### src/sec_pkg.sv
// Package for the enhanced command and status logic of the serial peripheral controller.
// Assumes a single 40 MHz clock, a classic Wishbone slave port and 8-bit serial frames.
package sec_pkg;

  // ***************************************************************
  // Carriers
  // ***************************************************************
  typedef struct packed {
    logic cyc;
    logic stb;
    logic we;
    logic [3:0] sel;
    logic [7:0] adr;
    logic [31:0] dat;
  } sec_wb_req_t;

  typedef struct packed {
    logic ack;
    logic [31:0] dat;
  } sec_wb_rsp_t;

  typedef struct packed {
    logic sclk;
    logic ssN;
    logic mosi;
    logic miso;
  } sec_pin_in_t;

  typedef struct packed {
    logic sclk;
    logic sclkOe;
    logic ssN;
    logic ssOe;
    logic mosi;
    logic mosiOe;
    logic miso;
    logic misoOe;
  } sec_pin_out_t;

  // ***************************************************************
  // Register offsets (byte addresses)
  // ***************************************************************
  localparam logic [7:0] OFF_CTRL = 8'h00;
  localparam logic [7:0] OFF_INT_CLEAR = 8'h04;
  localparam logic [7:0] OFF_RX_DATA = 8'h08;
  localparam logic [7:0] OFF_TX_DATA = 8'h0c;
  localparam logic [7:0] OFF_STATUS = 8'h10;
  localparam logic [7:0] OFF_RAW_FLAGS = 8'h14;
  localparam logic [7:0] OFF_MASKED_FLAGS = 8'h18;
  localparam logic [7:0] OFF_ENH_CTRL = 8'h1c;
  localparam logic [7:0] OFF_COMMAND = 8'h20;
  localparam logic [7:0] OFF_PACKET = 8'h24;
  localparam logic [7:0] OFF_FRAME_COUNT = 8'h28;
  localparam logic [7:0] OFF_LIMIT_LOW = 8'h44;
  localparam logic [7:0] OFF_LIMIT_HIGH = 8'h48;

  // ***************************************************************
  // Field positions and reset values
  // ***************************************************************
  localparam int CTRL_ENABLE = 0;
  localparam int CTRL_MASTER = 1;
  localparam int CTRL_IE_TX_SHIFTED = 5;
  localparam int CTRL_IE_RX_READY = 4;
  localparam int CTRL_IE_RX_OVERFLOW = 6;
  localparam int CTRL_IE_TX_UNDERRUN = 7;
  localparam int LIMIT_LSB = 8;
  localparam int LIMIT_W = 16;
  localparam logic [31:0] CTRL_RESET = 32'h0000_0000;

  localparam int FLAG_SELECT_END = 5;
  localparam int FLAG_TX_UNDERRUN = 3;
  localparam int FLAG_RX_OVERFLOW = 2;
  localparam int FLAG_RX_READY = 1;
  localparam int FLAG_TX_SHIFTED = 0;
  localparam int FLAG_W = 6;
  localparam logic [5:0] FLAGS_RESET = 6'h00;

  localparam int ENH_SELECT_END_IE = 5;
  localparam int ENH_COUNTER_DISABLE = 2;

  localparam int CMD_EARLY_READY = 6;
  localparam int CMD_STALL = 5;
  localparam int CMD_COUNTER_CLEAR = 4;
  localparam int CMD_TX_FLUSH = 3;
  localparam int CMD_RX_FLUSH = 2;
  localparam int CMD_AUTO_DISCARD = 1;
  localparam int CMD_AUTO_PAD = 0;

  // ***************************************************************
  // Sizes and timing
  // ***************************************************************
  localparam int FRAME_W = 8;
  localparam int FIFO_DEPTH = 64;
  localparam int COUNT_W = 7;
  localparam int PKT_W = 6;
  localparam int SCLK_HALF = 4;
  localparam logic [2:0] SCLK_HALF_LAST = 3'(SCLK_HALF - 1);

endpackage

### src/sec_top.sv
// Enhanced command and status logic of the serial peripheral controller, with its engine.
// Assumes one 40 MHz mclk, a classic Wishbone master, and serial pins resolved by the bench.
`timescale 1ns/1ps
module sec_top
  import sec_pkg::*;
(
  // Clock and reset
  input wire logic mclk,
  input wire logic reset,
  // Register bus
  input wire sec_wb_req_t wbReq,
  output sec_wb_rsp_t wbRsp,
  // Serial pins
  input wire sec_pin_in_t pinIn,
  output sec_pin_out_t pinOut,
  // Interrupt
  output logic irq
);

  // ***************************************************************
  // Bus decode
  // ***************************************************************
  logic [31:0] ctrl;
  logic [5:0] rawFlags;
  logic selectEndIe;
  logic counterDisable;
  logic earlyReady;
  logic stallUntilPacket;
  logic autoDiscard;
  logic autoZeroPad;
  logic [PKT_W-1:0] packetFrames;
  logic [LIMIT_W-1:0] frameCount;
  logic txNotReady;
  logic busy;

  wire access = wbReq.cyc & wbReq.stb & ~wbRsp.ack;
  wire regWrite = access & wbReq.we;
  wire regRead = access & ~wbReq.we;
  wire [31:0] selMask = {{8{wbReq.sel[3]}}, {8{wbReq.sel[2]}},
                         {8{wbReq.sel[1]}}, {8{wbReq.sel[0]}}};
  wire lowLane = wbReq.sel[0];
  wire wrCtrl = regWrite & (wbReq.adr == OFF_CTRL);
  wire wrIntClear = regWrite & lowLane & (wbReq.adr == OFF_INT_CLEAR);
  wire wrTxData = regWrite & lowLane & (wbReq.adr == OFF_TX_DATA);
  wire wrEnh = regWrite & lowLane & (wbReq.adr == OFF_ENH_CTRL);
  wire wrCmd = regWrite & lowLane & (wbReq.adr == OFF_COMMAND);
  wire wrPacket = regWrite & lowLane & (wbReq.adr == OFF_PACKET);
  wire wrLimitLow = regWrite & lowLane & (wbReq.adr == OFF_LIMIT_LOW);
  wire wrLimitHigh = regWrite & lowLane & (wbReq.adr == OFF_LIMIT_HIGH);
  wire rdRxData = regRead & (wbReq.adr == OFF_RX_DATA);

  wire enabled = ctrl[CTRL_ENABLE];
  wire master = ctrl[CTRL_MASTER];
  wire [LIMIT_W-1:0] limit = ctrl[LIMIT_LSB +: LIMIT_W];

  // ***************************************************************
  // Self-clearing command pulses
  // ***************************************************************
  wire counterClearPulse = wrCmd & wbReq.dat[CMD_COUNTER_CLEAR];
  wire txFlushPulse = wrCmd & wbReq.dat[CMD_TX_FLUSH];
  wire rxFlushPulse = wrCmd & wbReq.dat[CMD_RX_FLUSH];
  wire limitWrite = (wrCtrl & (wbReq.sel[1] | wbReq.sel[2])) | wrLimitLow | wrLimitHigh;
  wire counterClear = counterClearPulse | ~enabled | limitWrite;

  // ***************************************************************
  // Pin synchronisers and edges
  // ***************************************************************
  sec_pin_in_t pinSync;
  logic [3:0] pinSyncInv;
  logic sclkPrev;
  logic ssPrev;

  // Select travels inverted so the synchroniser resets to its idle high level
  sec_sync #(
    .W(4)
  ) u_pin_sync (
    .mclk(mclk),
    .reset(reset),
    .d(pinIn ^ 4'h4),
    .q(pinSyncInv)
  );

  assign pinSync = pinSyncInv ^ 4'h4;

  wire ssLevel = master ? pinOut.ssN : pinSync.ssN;
  wire ssRise = ssLevel & ~ssPrev;
  wire slaveActive = ~master & enabled & ~pinSync.ssN;
  wire slaveSelectFall = ~master & enabled & ~pinSync.ssN & ssPrev;
  wire slaveRise = slaveActive & pinSync.sclk & ~sclkPrev;
  wire slaveFall = slaveActive & ~pinSync.sclk & sclkPrev;

  always_ff @(posedge mclk) begin
    if (reset) begin
      sclkPrev <= 1'b0;
      ssPrev <= 1'b1;
    end else begin
      sclkPrev <= pinSync.sclk;
      ssPrev <= ssLevel;
    end
  end

  // ***************************************************************
  // Frame queues
  // ***************************************************************
  logic [FRAME_W-1:0] txHead;
  logic txEmpty;
  logic txFull;
  logic [COUNT_W-1:0] txCount;
  logic [FRAME_W-1:0] rxHead;
  logic rxEmpty;
  logic rxFull;
  logic [COUNT_W-1:0] rxCount;
  logic [FRAME_W-1:0] shTx;
  logic [FRAME_W-1:0] shRx;
  logic [2:0] bitCount;
  logic [2:0] divCount;

  wire tick = busy & (divCount == SCLK_HALF_LAST);
  wire sampleEv = master ? (tick & ~pinOut.sclk) : slaveRise;
  wire shiftEv = master ? (tick & pinOut.sclk) : slaveFall;
  wire frameEnd = shiftEv & (bitCount == 3'h7);
  wire [FRAME_W-1:0] rxFrame = shRx;
  wire rxAccepted = frameEnd & ~autoDiscard;
  wire rxPush = rxAccepted & ~rxFull;
  wire rxOverrun = rxAccepted & rxFull;

  wire limitActive = ~counterDisable & (limit != '0);
  wire limitHeld = limitActive & (frameCount >= limit);
  wire countReach = frameEnd & limitActive & ((frameCount + 1'b1) == limit);
  wire txAvail = ~txEmpty | autoZeroPad;
  wire packetReady = ~stallUntilPacket | (txCount >= COUNT_W'(packetFrames));
  wire startNow = master & enabled & ~busy & txAvail & ~limitHeld & packetReady;
  wire slaveReload = frameEnd & slaveActive;
  wire loadEv = startNow | slaveSelectFall | slaveReload;
  wire [FRAME_W-1:0] loadData = txEmpty ? '0 : txHead;
  wire txPop = loadEv & ~txEmpty;
  wire txUnderrun = ~master & (slaveSelectFall | slaveReload) & txEmpty & ~autoZeroPad;
  wire txShiftedEv = countReach | (frameEnd & ~limitActive & txEmpty);

  sec_fifo #(
    .W(FRAME_W),
    .DEPTH(FIFO_DEPTH),
    .CW(COUNT_W)
  ) u_tx_fifo (
    .mclk(mclk),
    .reset(reset),
    .flush(txFlushPulse),
    .push(wrTxData & ~txFull),
    .pushData(wbReq.dat[FRAME_W-1:0]),
    .pop(txPop),
    .head(txHead),
    .empty(txEmpty),
    .full(txFull),
    .count(txCount)
  );

  sec_fifo #(
    .W(FRAME_W),
    .DEPTH(FIFO_DEPTH),
    .CW(COUNT_W)
  ) u_rx_fifo (
    .mclk(mclk),
    .reset(reset),
    .flush(rxFlushPulse),
    .push(rxPush),
    .pushData(rxFrame),
    .pop(rdRxData & ~rxEmpty),
    .head(rxHead),
    .empty(rxEmpty),
    .full(rxFull),
    .count(rxCount)
  );

  // ***************************************************************
  // Shift engine
  // ***************************************************************
  wire inBit = master ? pinSync.miso : pinSync.mosi;
  wire next_txBit = loadEv ? loadData[FRAME_W-1] :
                    (shiftEv ? shTx[FRAME_W-2] : pinOut.mosi);
  wire next_sclk = busy & master & enabled & (tick ? ~pinOut.sclk : pinOut.sclk);
  wire next_ssN = ~(master & enabled & (busy | startNow));

  always_ff @(posedge mclk) begin
    if (reset || !enabled) begin
      busy <= 1'b0;
    end else if (startNow) begin
      busy <= 1'b1;
    end else if (master && frameEnd) begin
      busy <= 1'b0;
    end
  end

  always_ff @(posedge mclk) begin
    if (reset || !busy || tick) begin
      divCount <= '0;
    end else begin
      divCount <= divCount + 1'b1;
    end
  end

  always_ff @(posedge mclk) begin
    if (reset) begin
      shTx <= '0;
      bitCount <= '0;
    end else if (loadEv) begin
      shTx <= loadData;
      bitCount <= '0;
    end else if (shiftEv) begin
      shTx <= {shTx[FRAME_W-2:0], 1'b0};
      bitCount <= bitCount + 1'b1;
    end
  end

  always_ff @(posedge mclk) begin
    if (reset) begin
      shRx <= '0;
    end else if (sampleEv) begin
      shRx <= {shRx[FRAME_W-2:0], inBit};
    end
  end

  // ***************************************************************
  // Frame counter
  // ***************************************************************
  always_ff @(posedge mclk) begin
    if (reset || counterClear) begin
      frameCount <= '0;
    end else if (frameEnd && !counterDisable) begin
      frameCount <= frameCount + 1'b1;
    end
  end

  // ***************************************************************
  // Control, enhanced control, packet size
  // ***************************************************************
  always_ff @(posedge mclk) begin
    if (reset) begin
      ctrl <= CTRL_RESET;
    end else if (wrCtrl) begin
      ctrl <= (ctrl & ~selMask) | (wbReq.dat & selMask);
    end else if (wrLimitLow) begin
      ctrl[LIMIT_LSB +: 8] <= wbReq.dat[7:0];
    end else if (wrLimitHigh) begin
      ctrl[LIMIT_LSB + 8 +: 8] <= wbReq.dat[7:0];
    end
  end

  always_ff @(posedge mclk) begin
    if (reset) begin
      selectEndIe <= 1'b0;
      counterDisable <= 1'b0;
      packetFrames <= '0;
    end else begin
      if (wrEnh) begin
        selectEndIe <= wbReq.dat[ENH_SELECT_END_IE];
        counterDisable <= wbReq.dat[ENH_COUNTER_DISABLE];
      end
      if (wrPacket) begin
        packetFrames <= wbReq.dat[PKT_W-1:0];
      end
    end
  end

  // ***************************************************************
  // Sticky command bits
  // ***************************************************************
  always_ff @(posedge mclk) begin
    if (reset) begin
      earlyReady <= 1'b0;
      stallUntilPacket <= 1'b0;
      autoDiscard <= 1'b0;
      autoZeroPad <= 1'b0;
    end else if (wrCmd) begin
      earlyReady <= wbReq.dat[CMD_EARLY_READY];
      stallUntilPacket <= wbReq.dat[CMD_STALL];
      autoDiscard <= wbReq.dat[CMD_AUTO_DISCARD];
      autoZeroPad <= wbReq.dat[CMD_AUTO_PAD];
    end else begin
      if (frameEnd) begin
        earlyReady <= 1'b0;
      end
      if (startNow) begin
        stallUntilPacket <= 1'b0;
      end
      if (countReach || (!master && ssRise)) begin
        autoDiscard <= 1'b0;
      end
      if (countReach) begin
        autoZeroPad <= 1'b0;
      end
    end
  end

  // ***************************************************************
  // Raw and masked flags
  // ***************************************************************
  wire [5:0] flagSet = {ssRise, 1'b0, txUnderrun, rxOverrun, rxPush, txShiftedEv};
  wire [5:0] flagClear = wrIntClear ? wbReq.dat[5:0] : 6'h00;
  wire [5:0] next_rawFlags = (rawFlags & ~flagClear) | flagSet;
  wire [5:0] flagEnable = {selectEndIe, 1'b0, ctrl[CTRL_IE_TX_UNDERRUN],
                           ctrl[CTRL_IE_RX_OVERFLOW], ctrl[CTRL_IE_RX_READY],
                           ctrl[CTRL_IE_TX_SHIFTED]};
  wire [5:0] maskedFlags = rawFlags & flagEnable;
  wire [5:0] next_masked = next_rawFlags & flagEnable;
  wire next_txNotReady = ~master & enabled & ~earlyReady &
                         (txCount < COUNT_W'(packetFrames));

  always_ff @(posedge mclk) begin
    if (reset) begin
      rawFlags <= FLAGS_RESET;
      irq <= 1'b0;
      txNotReady <= 1'b0;
    end else begin
      rawFlags <= next_rawFlags;
      irq <= |next_masked;
      txNotReady <= next_txNotReady;
    end
  end

  // ***************************************************************
  // Read mux and bus answer
  // ***************************************************************
  wire [31:0] statusWord = {24'h000000, 1'b0, rxEmpty, txEmpty, txFull,
                            rxFull, pinSync.ssN, busy, txNotReady};
  wire [31:0] enhWord = {26'h0, selectEndIe, 2'b00, counterDisable, 2'b00};
  wire [31:0] cmdWord = {25'h0, earlyReady, stallUntilPacket, 3'b000,
                         autoDiscard, autoZeroPad};
  wire [31:0] rdData =
      (wbReq.adr == OFF_CTRL) ? ctrl :
      (wbReq.adr == OFF_RX_DATA) ? {24'h000000, rxHead} :
      (wbReq.adr == OFF_STATUS) ? statusWord :
      (wbReq.adr == OFF_RAW_FLAGS) ? {26'h0, rawFlags} :
      (wbReq.adr == OFF_MASKED_FLAGS) ? {26'h0, maskedFlags} :
      (wbReq.adr == OFF_ENH_CTRL) ? enhWord :
      (wbReq.adr == OFF_COMMAND) ? cmdWord :
      (wbReq.adr == OFF_PACKET) ? {26'h0, packetFrames} :
      (wbReq.adr == OFF_FRAME_COUNT) ? {16'h0000, frameCount} :
      (wbReq.adr == OFF_LIMIT_LOW) ? {24'h000000, limit[7:0]} :
      (wbReq.adr == OFF_LIMIT_HIGH) ? {24'h000000, limit[15:8]} :
      32'h0000_0000;

  always_ff @(posedge mclk) begin
    if (reset) begin
      wbRsp <= '0;
    end else begin
      wbRsp.ack <= access;
      wbRsp.dat <= regRead ? rdData : 32'h0000_0000;
    end
  end

  // ***************************************************************
  // Pin drivers
  // ***************************************************************
  always_ff @(posedge mclk) begin
    if (reset) begin
      pinOut <= '0;
      pinOut.ssN <= 1'b1;
    end else begin
      pinOut.sclk <= next_sclk;
      pinOut.sclkOe <= master & enabled;
      pinOut.ssN <= next_ssN;
      pinOut.ssOe <= master & enabled;
      pinOut.mosi <= next_txBit;
      pinOut.mosiOe <= master & enabled;
      pinOut.miso <= next_txBit;
      pinOut.misoOe <= slaveActive;
    end
  end

endmodule

### src/sec_sync.sv
// Two-stage synchroniser for levels arriving from outside the mclk domain.
// Assumes each bit is an independent level; the first stage feeds only the second.
`timescale 1ns/1ps
module sec_sync #(
  parameter int W = 1
) (
  // Clock and reset
  input wire logic mclk,
  input wire logic reset,
  // Data
  input wire logic [W-1:0] d,
  output logic [W-1:0] q
);

  logic [W-1:0] stage1;

  always_ff @(posedge mclk) begin
    if (reset) begin
      stage1 <= '0;
      q <= '0;
    end else begin
      stage1 <= d;
      q <= stage1;
    end
  end

endmodule

### src/sec_fifo.sv
// Synchronous FIFO with flush, used for the transmit and receive frame queues.
// Assumes the caller never pushes when full nor pops when empty.
`timescale 1ns/1ps
module sec_fifo #(
  parameter int W = 8,
  parameter int DEPTH = 64,
  parameter int CW = 7
) (
  // Clock and reset
  input wire logic mclk,
  input wire logic reset,
  // Control
  input wire logic flush,
  input wire logic push,
  input wire logic [W-1:0] pushData,
  input wire logic pop,
  // State
  output logic [W-1:0] head,
  output logic empty,
  output logic full,
  output logic [CW-1:0] count
);

  logic [W-1:0] mem [DEPTH];
  logic [CW-2:0] wrPtr;
  logic [CW-2:0] rdPtr;

  assign head = mem[rdPtr];
  assign empty = (count == '0);
  assign full = (count == CW'(DEPTH));

  always_ff @(posedge mclk) begin
    if (push) begin
      mem[wrPtr] <= pushData;
    end
  end

  always_ff @(posedge mclk) begin
    if (reset || flush) begin
      wrPtr <= '0;
      rdPtr <= '0;
      count <= '0;
    end else begin
      if (push) begin
        wrPtr <= wrPtr + 1'b1;
      end
      if (pop) begin
        rdPtr <= rdPtr + 1'b1;
      end
      count <= count + CW'(push) - CW'(pop);
    end
  end

endmodule

### config.mk
export PLATFORM = sky130hd
export DESIGN_NAME = sec_top
export DESIGN_NICKNAME = d
export VERILOG_FILES = /design/src/sec_pkg.sv /design/src/sec_top.sv /design/src/sec_sync.sv /design/src/sec_fifo.sv
export SDC_FILE = /design/constraint.sdc
export NUM_CORES = 1
export LEC_CHECK = 0
export BUFFER_PORTS_ARGS = -buffer_cell sky130_fd_sc_hd__clkbuf_2
export CORE_UTILIZATION = 25
export CTS_BUF_LIST = sky130_fd_sc_hd__clkbuf_4
export DETAILED_ROUTE_END_ITERATION = 12
export GPL_TIMING_DRIVEN = 0
export PLACE_DENSITY = 0.39
export SLEW_MARGIN = 20
export SYNTH_ARGS = -nofsm -noshare
export SYNTH_HDL_FRONTEND = slang
export SYNTH_SLANG_ARGS = --single-unit
### constraint.sdc
create_clock -name mclk -period 5.25 [get_ports mclk]
set_input_delay 1.05 -clock mclk [delete_from_list [all_inputs] [get_ports mclk]]
set_output_delay 1.05 -clock mclk [all_outputs]
set_load 0.01 [all_outputs]
* Word level (Yosys, flattened, before mapping) *
Memory sizes are Yosys's and may differ from the RTL's. A register that Yosys moved wholly into a read port is not among the register bits.
Index checks and enable logic that the tools add are counted.

operators by class
  reductions and logical operators = 30
  mux-type cells = 44
  order comparisons = 3
  bitwise gates (word level) = 102
  equal/unequal tests = 18
  $add $sub $neg = 11

operators by type and width
  kind                                                                    number
  16-bit 2-to-1 mux                                                       9
  32-bit bitwise AND                                                      2
  1-bit bitwise AND                                                       57
  8-bit 2-to-1 mux                                                        6
  8-bit by 5-bit equality test with 1-bit output (second input constant)  4
  32-bit 2-to-1 mux                                                       1
  32-bit NOT                                                              1
  32-bit bitwise OR                                                       1
  6-bit 2-to-1 mux                                                        5
  6-bit by 1-bit adder with 6-bit output (second input constant)          4
  8-bit by 6-bit equality test with 1-bit output (second input constant)  3
  1-bit NOT                                                               24
  1-bit 2-to-1 mux                                                        21
  6-bit bitwise AND                                                       3
  16-bit by 1-bit adder with 16-bit output (second input constant)        1
  16-bit equality test                                                    1
  8-bit by 4-bit equality test with 1-bit output (second input constant)  2
  8-bit by 7-bit equality test with 1-bit output (second input constant)  2
  16-bit greater-or-equal comparator                                      1
  16-bit nonzero test                                                     1
  2-bit nonzero test                                                      8
  7-bit by 1-bit adder with 7-bit output                                  2
  7-bit equality test (second input constant)                             2
  7-bit zero test                                                         2
  other kinds (19)                                                        45

word-level totals
  logic and storage cells = 246
  output and inout port bits = 42
  memory bits (writable) = 1,024
  memories kept = 2
  input port bits = 53
  flip-flop bits (word level) = 176

memories
  memory         depth  width  rd ports  clocked after memory_dff  write ports  RTL line        RTL
  u_rx_fifo.mem  64     8      1         1                         1            sec_fifo.sv:24  logic [W-1:0] mem [DEPTH];
  u_tx_fifo.mem  64     8      1         1                         1            sec_fifo.sv:24

* Longest topological paths before layout *
Gate-level depths: netlist of run 1.

  depth after elaboration = 15
  mapped depth = 19
  mapped depth without buffers = 18

* Modules after synthesis *
Synthesis of run 1 repeated with hierarchy kept, for this count alone.

unflattened totals
  cells, all modules = 2,973
  area, all modules = 49,204.7 um2

modules (own cells, without submodules)
  module    seq. area each (um2)  area each (um2)  cells an instance  instances
  sec_fifo  15,875.2              21,053.9         1,076              2
  sec_top   2,602.5               6,886.6          805                1
  sec_sync  160.2                 210.2            16                 1

* Worst setup path before layout of run 1 *
OpenSTA, ideal clock, no wires.

  kind = input to register
  start = in wbReq[37] in the netlist's numbering
  end = reg u_rx_fifo.count[6]
  stages = 16
  required time = 5,118 ps
  data arrival time = 3,550 ps
  setup slack = 1,568 ps
  cell sequence = clkbuf_1 nor4_2 nand2_1 nor3_1 ha_1 inv_1 ha_1 inv_1 fa_1 inv_1 a21oi_1 nor2_1 o21ai_0 a21oi_1 or3_1 a21oi_1

between the ends
  word-level cells in the longest chain between the ends = 4
  elaborated cells on any way between the ends = 8
  classes of those cells = 1 x add/sub; 2 x eq/ne; 4 x bitwise; 1 x reduce/logical

ends and longest elaborated chain
  item                                            RTL line        RTL
  start, declared                                 sec_top.sv:11   input wire sec_wb_req_t wbReq,
  8-bit by 4-bit equality test with 1-bit output  sec_top.sv:50   wire rdRxData = regRead & (wbReq.adr == OFF_RX_DATA);
  1-bit bitwise AND                               sec_top.sv:50
  1-bit bitwise AND                               sec_top.sv:167  .pop(rdRxData & ~rxEmpty),
  net u_rx_fifo.pop                               sec_fifo.sv:16  input wire logic pop,
  7-bit by 1-bit subtractor with 7-bit output     sec_fifo.sv:50  count <= count + CW'(push) - CW'(pop);
  end signal, assigned                            sec_fifo.sv:50
  end, declared                                   sec_fifo.sv:21  output logic [CW-1:0] count

The timed path passes the listed nets, and every way through them passes these cells.
A chain may end at the register's enable or synchronous reset.

==> results.tsv, run 1 <==
stage	metric	value	unit
detailed_routing	dr.pass1.iters	6	
timing	relSlewSlack	23.15	%
critical_path	worstPathArrival	5.60	ns
synthesis	synthArstFlopShare	0	%
die	floorplan.die_area	0.1969	mm2
synthesis	synth_xor_area_share	1.077	%
die	initial_core_util	25.25	%
clock_network	htree_levels	5	
synthesis	synth_top_family_by_area	multiplexers	
critical_path	endpoint_kind	flop	
timing	fin_crit	4.545	ns
synthesis	seq_area_frac_synth	70.76	%
cells_and_area	finalNonFillerCells	6084	
clock_network	cts_buffer_depth	4	
power_and_ir_drop	max-vdd-ir-drop	0.0001412	V
global_routing	antenna_found_initial	6	
die	die_x	443.7	um
die	ios	95	
cells_and_area	nets	3443	
cells_and_area	fin_area	0.05722	mm2
placed_design	gp_congestion	0.8253	
synthesis	ys_warn_count	0	
clock_network	clock_sinks	1212	
detailed_routing	vias	28443	
clock_network	path_clk_slew	0.06	ns
job	maxCapViolCount	0	
timing	rsz0062_at_grt	no	
detailed_routing	via_per_inst	4.675	
cells_and_area	area_growth	17.30	%
placed_design	post_dp_cell_area	0.05286	mm2
synthesis	synth_compound_area_share	4.712	%
cells_and_area	multi_input_area	0.01341	mm2
global_routing	grt_pass1_vias	29200	
global_routing	grt.total_usage	15.89	%
timing	clock.fmax	220.0	MHz
global_routing	grt_pass1_wl	221.8	mm
detailed_routing	top_layer	met5	
placed_design	io_buffers	88	
timing	hold_violations	0	
clock_network	clock-root-buffer	clkbuf_4	
synthesis	syn_area	0.04878	mm2
timing	finalMaxSlewViolations	0	
synthesis	ys_seq_elements	1212	
synthesis	synth.distinct_cells	79	
worst_hold_path	min_path_type	primary input to flop	
synthesis	synth_edf_count	1024	
synthesis	yosysTopAreaCell	edfxtp_1	
run_status	status	complete, no violations	
global_routing	grt-ovfl-total	0	
detailed_routing	wl_met3	6.528	mm
die	row_count	161	
worst_hold_path	min-delay-start	wbReq[43]	
timing	setup_viol	0	
synthesis	synth.most_common_cell	edfxtp_1	
critical_path	crit_path_start_kind	flop	
critical_path	cp.required	6.31	ns
detailed_routing	drc	0	
critical_path	reg2reg_depth	18	
power_and_ir_drop	p_leak	18.15	nW
synthesis	yosys-top-cells-count	1024 x edfxtp_1, 267 x mux4_2, 252 x nor2_1	
clock_network	cts_tree	built	
synthesis	synth_cells	2869	
synthesis	avgSynthCellArea	17.00	um2
detailed_routing	ant_nets	0	
cells_and_area	fillerInstances	19307	
synthesis	synth_top_flop_cell	edfxtp_1	
clock_network	numCtsBuffers	335	
placed_design	place_inst	5502	
synthesis	synth_area_leaders	edfxtp_1 63%, mux4_2 12%, dfxtp_1 7.7%, nor2_1 1.9%, ha_1 1.3%	
clock_network	cts.repair.resized	0	
detailed_routing	drt_iter0_markers	2183	
die	core_area	0.1932	mm2
timing	skew	0.09843	ns
die	die_h	443.7	um
critical_path	path_class	flop to flop	
synthesis	yosys.area_share.simple	6.634	%
synthesis	syn_nets	2974	
global_routing	grt_max_degree	67	
timing	tightest_slew	1.149	ns
timing	period_share	86.58	%
placed_design	dp_hpwl	105.9	mm
worst_hold_path	holdPathStages	3	
synthesis	synth_top_area_share	63.04	%
detailed_routing	drt-met1-wl	69.31	mm
detailed_routing	wirelength	158.0	mm
cells_and_area	register_area	0.03454	mm2
critical_path	cp_max_fo	10	
synthesis	synthAdderAreaFrac	1.365	%
synthesis	muxShareOfSynthArea	13.57	%
clock_network	worstSkewPairLatency	1.25	ns
detailed_routing	dr_wl_met2	78.84	mm
detailed_routing	wl_per_cell	25.97	um
power_and_ir_drop	p_per_area	333.3	mW/mm2
cells_and_area	drive_above_1_share	28.56	%
[cell families (layout without fill, tap and decap cells)]
group                    count (synthesis)  count (layout)
multiplexers                           326             326
other                                    0               7
adder cells (fa/ha/maj)                 52              52
AO/OA/AOI/OAI                          335             335
flip-flops                            1212            1212
AND/OR/NAND/NOR                        667             667
buffers and inverters                  217             899
XOR/XNOR                                60              60
[timing repair]
| item | in CTS | in global routing |
|---|---|---|
| buffers inserted | 0 | 0 |
| endpoints found under the hold margin | 24 | 0 |
| endpoints found under the setup margin | 0 | 0 |
| hold buffers | 25 | 0 |
[through the flow]
stage / hold WS (ns) / power (mW) / utilization (%) / setup slack [ns] / TNS (ns)
floorplan: 0.3976 / 10.60 / - / 1.568 / 0
global placement: 0.4098 / 10.74 / 27.11 / -0.1858 / -1.611
CTS: 0.01086 / 19.37 / 29.61 / 0.5754 / 0
finish: 0.2480 / 19.07 / 29.62 / 0.7048 / 0
global route: 0.1207 / 19.84 / 29.61 / 0.4937 / 0
detailed placement: 0.4143 / 10.75 / 27.36 / 0.5279 / 0
[worst paths after layout]
path,endpoint,slack [ns]
min reg2reg,divCount[0],0.42
max reg2reg,u_tx_fifo.count[6],0.70
min,flop,0.25
max,u_tx_fifo.count[6],0.70
[sequential cells by signal, indices dropped and copies added (netlist names), 7 cells and up, named ones only]
register         count
wbRsp               33
shTx                 7
u_rx_fifo.mem      512
u_rx_fifo.count      7
u_tx_fifo.count      7
u_tx_fifo.mem      512
rxFrame              8
frameCount          16
[per-layer routing]
layer  up-vias  track usage (%)
met2       819            26.66
li1      12545                -
met1     14844            20.60
met5         -                0
met4         2            5.328
met3       233            2.829
[cell type report]
cell class,instances,share of cell area [%]
Tap cell,2526,5.524
Sequential cell,1212,60.37
Timing Repair Buffer,132,1.881
Inverter,54,0.3543
Clock inverter,56,0.6495
Antenna cell,7,0.03062
Clock buffer,494,6.482
Multi-Input combinational cell,1440,23.44
Buffer,163,1.268
[worst max-delay path, cell delays in order, from the launching register on]
cell and delay (ns):
dfxtp_1 0.48, inv_1 0.19, ha_1 0.34, nand2_1 0.05, o21ai_0 0.18, a31oi_1 0.13, o41ai_1 0.72, a311oi_2 0.38
buf_2 0.29, xor2_1 0.18, ha_1 0.24, fa_1 0.43, a21oi_1 0.17, o21bai_1 0.11, a21oi_1 0.16, nor2_1 0.05
nor2_1 0.11, xnor2_1 0.13, nor2_1 0.06
[placed cells by master, fill, tap and decap left out, drive strengths merged, types with 38 or more instances in the layout]
cell,n
mux4,267
nand3,75
nand2,136
dfxtp,188
edfxtp,1024
nor2,253
clkbuf,666
clkinv,45
inv,58
a21oi,96
mux2i,47
a22oi,38
buf,98
ha,50
[where the power goes]
| group | total (mW) | internal (mW) | switching, mW |
|---|---|---|---|
| sequential | 10.3 | 10.3 | 0.00211 |
| combinational | 0.206 | 0.0545 | 0.152 |
| clock | 8.52 | 4.55 | 3.97 |
(Power assumes the default switching activity.)
==> run 2: changes to the inputs <==
Settings changed: PLACE_DENSITY 0.39 to 0.47.
==> run 2 against run 1 <==
Net effect: global-route usage fell by 1.2 points; highest routed layer is now met4; via count rose by 0.17%; core utilization fell by 0.22 points.
==> results.tsv, run 2 (synthesis results as in run 1) <==
stage	metric	value	unit	change
detailed_routing	ant_nets	0		unchanged
critical_path	worst-r2r-setup-slack	0.72	ns	was 0.70 ns
cells_and_area	layout_commonest_cell	edfxtp_1		unchanged
clock_network	path_clk_slew	0.07	ns	was 0.06 ns
global_routing	grt-ovfl-total	0		unchanged
cells_and_area	nets	3420		was 3443
detailed_routing	vias	28492		was 28.44k
die	core_area	0.1932	mm2	unchanged
cells_and_area	reg_top3	u_rx_fifo.mem: 512 flops, u_tx_fifo.mem: 512 flops, wbRsp: 33 flops		unchanged
die	die_x	443.7	um	unchanged
detailed_routing	drt_iter0_markers	2568		was 2183
critical_path	crit_top_cell	nor2_1		unchanged
critical_path	crit_family	compound AO/OA/AOI/OAI gates		unchanged
critical_path	endpoint_kind	flop		unchanged
die	die_h	443.7	um	unchanged
worst_hold_path	min_path_type	primary input to flop		unchanged
timing	setup_tns	0	ns	unchanged
global_routing	grt_pass1_vias	28874		was 29.20k
detailed_routing	wl_per_cell	24.22	um	was 25.97 um
die	ios	95		unchanged
global_routing	grt.total_usage	14.65	%	was 15.89%
placed_design	dp_hpwl	96.11	mm	was 105.9 mm
timing	relSlewSlack	19.84	%	was 23.15%
critical_path	r2r-end	u_tx_fifo.count[6]		unchanged
timing	skew	0.07104	ns	was 0.09843 ns
clock_network	numCtsBuffers	316		was 335
worst_hold_path	holdPathStages	1		was 3
detailed_routing	wirelength	146.1	mm	was 158.0 mm
clock_network	cts_buffer_depth	4		unchanged
die	row_count	161		unchanged
critical_path	cp_max_fo	10		unchanged
global_routing	grt_max_degree	67		unchanged
die	floorplan.die_area	0.1969	mm2	unchanged
die	initial_core_util	25.25	%	unchanged
clock_network	worstSkewPairLatency	1.27	ns	was 1.25 ns
critical_path	cp.required	6.36	ns	was 6.31 ns
run_status	status	complete, no violations		unchanged
power_and_ir_drop	p_leak	17.92	nW	was 18.15 nW
timing	hold_violations	0		unchanged
timing	period_share	86.35	%	was 86.58%
timing	finalMaxSlewViolations	0		unchanged
clock_network	clock_sinks	1212		unchanged
placed_design	pre_cts_slack	0.5518	ns	was 0.5279 ns
critical_path	crit_path_start_kind	flop		unchanged
clock_network	cts_tree	built		unchanged
global_routing	grtUsageMet2	24.12	%	was 26.66%
cells_and_area	area_growth	16.44	%	was 17.30%
cells_and_area	fillerInstances	19306		about the same
detailed_routing	via_per_inst	4.723		was 4.675
critical_path	path_class	flop to flop		unchanged
placed_design	io_buffers	88		unchanged
critical_path	reg2reg_depth	18		unchanged
cells_and_area	fin_area	0.05679	mm2	was 0.05722 mm2
power_and_ir_drop	total_power	18.57	mW	was 19.07 mW
worst_hold_path	min_to	u_tx_fifo.mem[49][7]		
global_routing	grt_pass1_wl	208.3	mm	was 221.8 mm
placed_design	gp_congestion	0.8562		was 0.8253
detailed_routing	dr.pass1.iters	7		was 6
timing	fin_crit	4.533	ns	was 4.545 ns
critical_path	crit_chain	inv_1 > ha_1 > nand2_1 > o21ai_0 > a31oi_1 > o41ai_1 > a311oi_2 > buf_2 > xor2_1 > ha_1 > fa_1 > a21oi_1 > o21bai_1 > a21oi_1 > nor2_1 > nor2_1 > xnor2_1 > nor2_1		unchanged
power_and_ir_drop	max-vdd-ir-drop	0.0002171	V	was 0.0001412 V
power_and_ir_drop	p_per_area	327.0	mW/mm2	was 333.3 mW/mm2
timing	setup_viol	0		unchanged
timing	clock.fmax	220.6	MHz	was 220.0 MHz
cells_and_area	drive_above_1_share	27.84	%	was 28.56%
critical_path	crit_buf_inv	2		unchanged
timing	setup_slack	0.7168	ns	was 0.7048 ns
timing	rsz0062_at_grt	no		unchanged
clock_network	clock-root-buffer	clkbuf_4		unchanged
critical_path	cp_slowest_cell	o41ai_1		unchanged
timing	tightest_slew	1.198	ns	was 1.149 ns
global_routing	antenna_found_initial	3		was 6
placed_design	post_dp_cell_area	0.05276	mm2	was 0.05286 mm2
clock_network	post-cts-setup-buffers	0		unchanged
worst_hold_path	min-delay-start	wbReq[7]		was wbReq[43]
cells_and_area	final_cell_mix	1024 x edfxtp_1, 468 x clkbuf_4, 267 x mux4_2		was 1024 x edfxtp_1, 502 x clkbuf_4, 267 x mux4_2
job	maxCapViolCount	0		unchanged
placed_design	place_inst	5498		was 5502
global_routing	use_met1	19.36	%	was 20.60%
cells_and_area	finalNonFillerCells	6032		was 6084
global_routing	grt-busiest-layer	met2		unchanged
clock_network	htree_levels	5		unchanged
global_routing	use_met3	2.803	%	was 2.829%
critical_path	max_stage_delay	0.73	ns	was 0.72 ns
detailed_routing	drc	0		unchanged
critical_path	worstPathArrival	5.64	ns	was 5.60 ns
==> run 2: changes by cell type in the layout (fill, tap and decap cells not counted), sizes merged <==
cell,change
clkinvlp,-1
bufinv,-1
buf,-4
clkbuf,-34
clkinv,-13
inv,+1
==> run 2: timing repair <==
item | in CTS | in global routing
hold endpoints to repair | 24 | 0
gates resized for setup | 0 | 0
hold buffers | 25 | 0
==> run 2: worst max-delay path by stage <==
stage / from / to / slack (ns) / cells after the start
finish: flop / u_tx_fifo.count[6] / 0.72 / 18
global route: flop / u_tx_fifo.count[6] / 0.43 / 18
CTS: flop / u_tx_fifo.count[6] / 0.65 / 18
detailed placement: wbReq[37] / u_rx_fifo.count[6] / 0.55 / 16
global placement: divCount[0] / u_rx_fifo.mem[39][7] / -0.08 / 11
floorplan: wbReq[37] / u_rx_fifo.count[6] / 1.57 / 16
==> run 2: layout make-up <==
cell class                      instances  area (um2)  area share, %
Buffer                                163       720.7          1.269
Sequential cell                      1212       34540          60.82
Tap cell                             2526        3161          5.565
Clock buffer                          460        3453          6.080
Timing Repair Buffer                  128       989.7          1.743
Clock inverter                         42       292.8         0.5155
Antenna cell                            7       17.52        0.03084
Multi-Input combinational cell       1440       13410          23.62
Inverter                               54       202.7         0.3569
==> run 2: through the flow <==
stage | util (%) | hold slack [ns]
CTS | 29.38 | 0.008488
detailed placement | 27.31 | 0.4220
global route | 29.40 | 0.08602
floorplan | - | 0.3976
global placement | 27.11 | 0.4092
finish | 29.40 | 0.1762
==> run 2: report_power, final <==
group / total [mW] / internal, mW / switching (mW) / leakage [nW]
clock: 8.02 / 4.21 / 3.81 / 2.27
sequential: 10.3 / 10.3 / 0.00221 / 10.9
combinational: 0.203 / 0.0563 / 0.147 / 4.79
total: 18.6 / 14.6 / 3.96 / 17.9
==> run 2: per-layer routing <==
layer  vias up  wire (um)
met5         -          0
met4         0       3241
met3       233       7737
met2       931      71320
met1     14864      63800
li1      12464          -
==> run 2: worst reg2reg max path, delay by kind of cell, from the launching register on <==
kind	cells	cell delay (ns)
AOI/OAI and AO/OA	7	1.83
buffers and inverters	2	0.49
and+or+nand+nor	4	0.26
xor gates and xnor gates	2	0.31
DFF	1	0.51
adders and majority gates	3	1.01
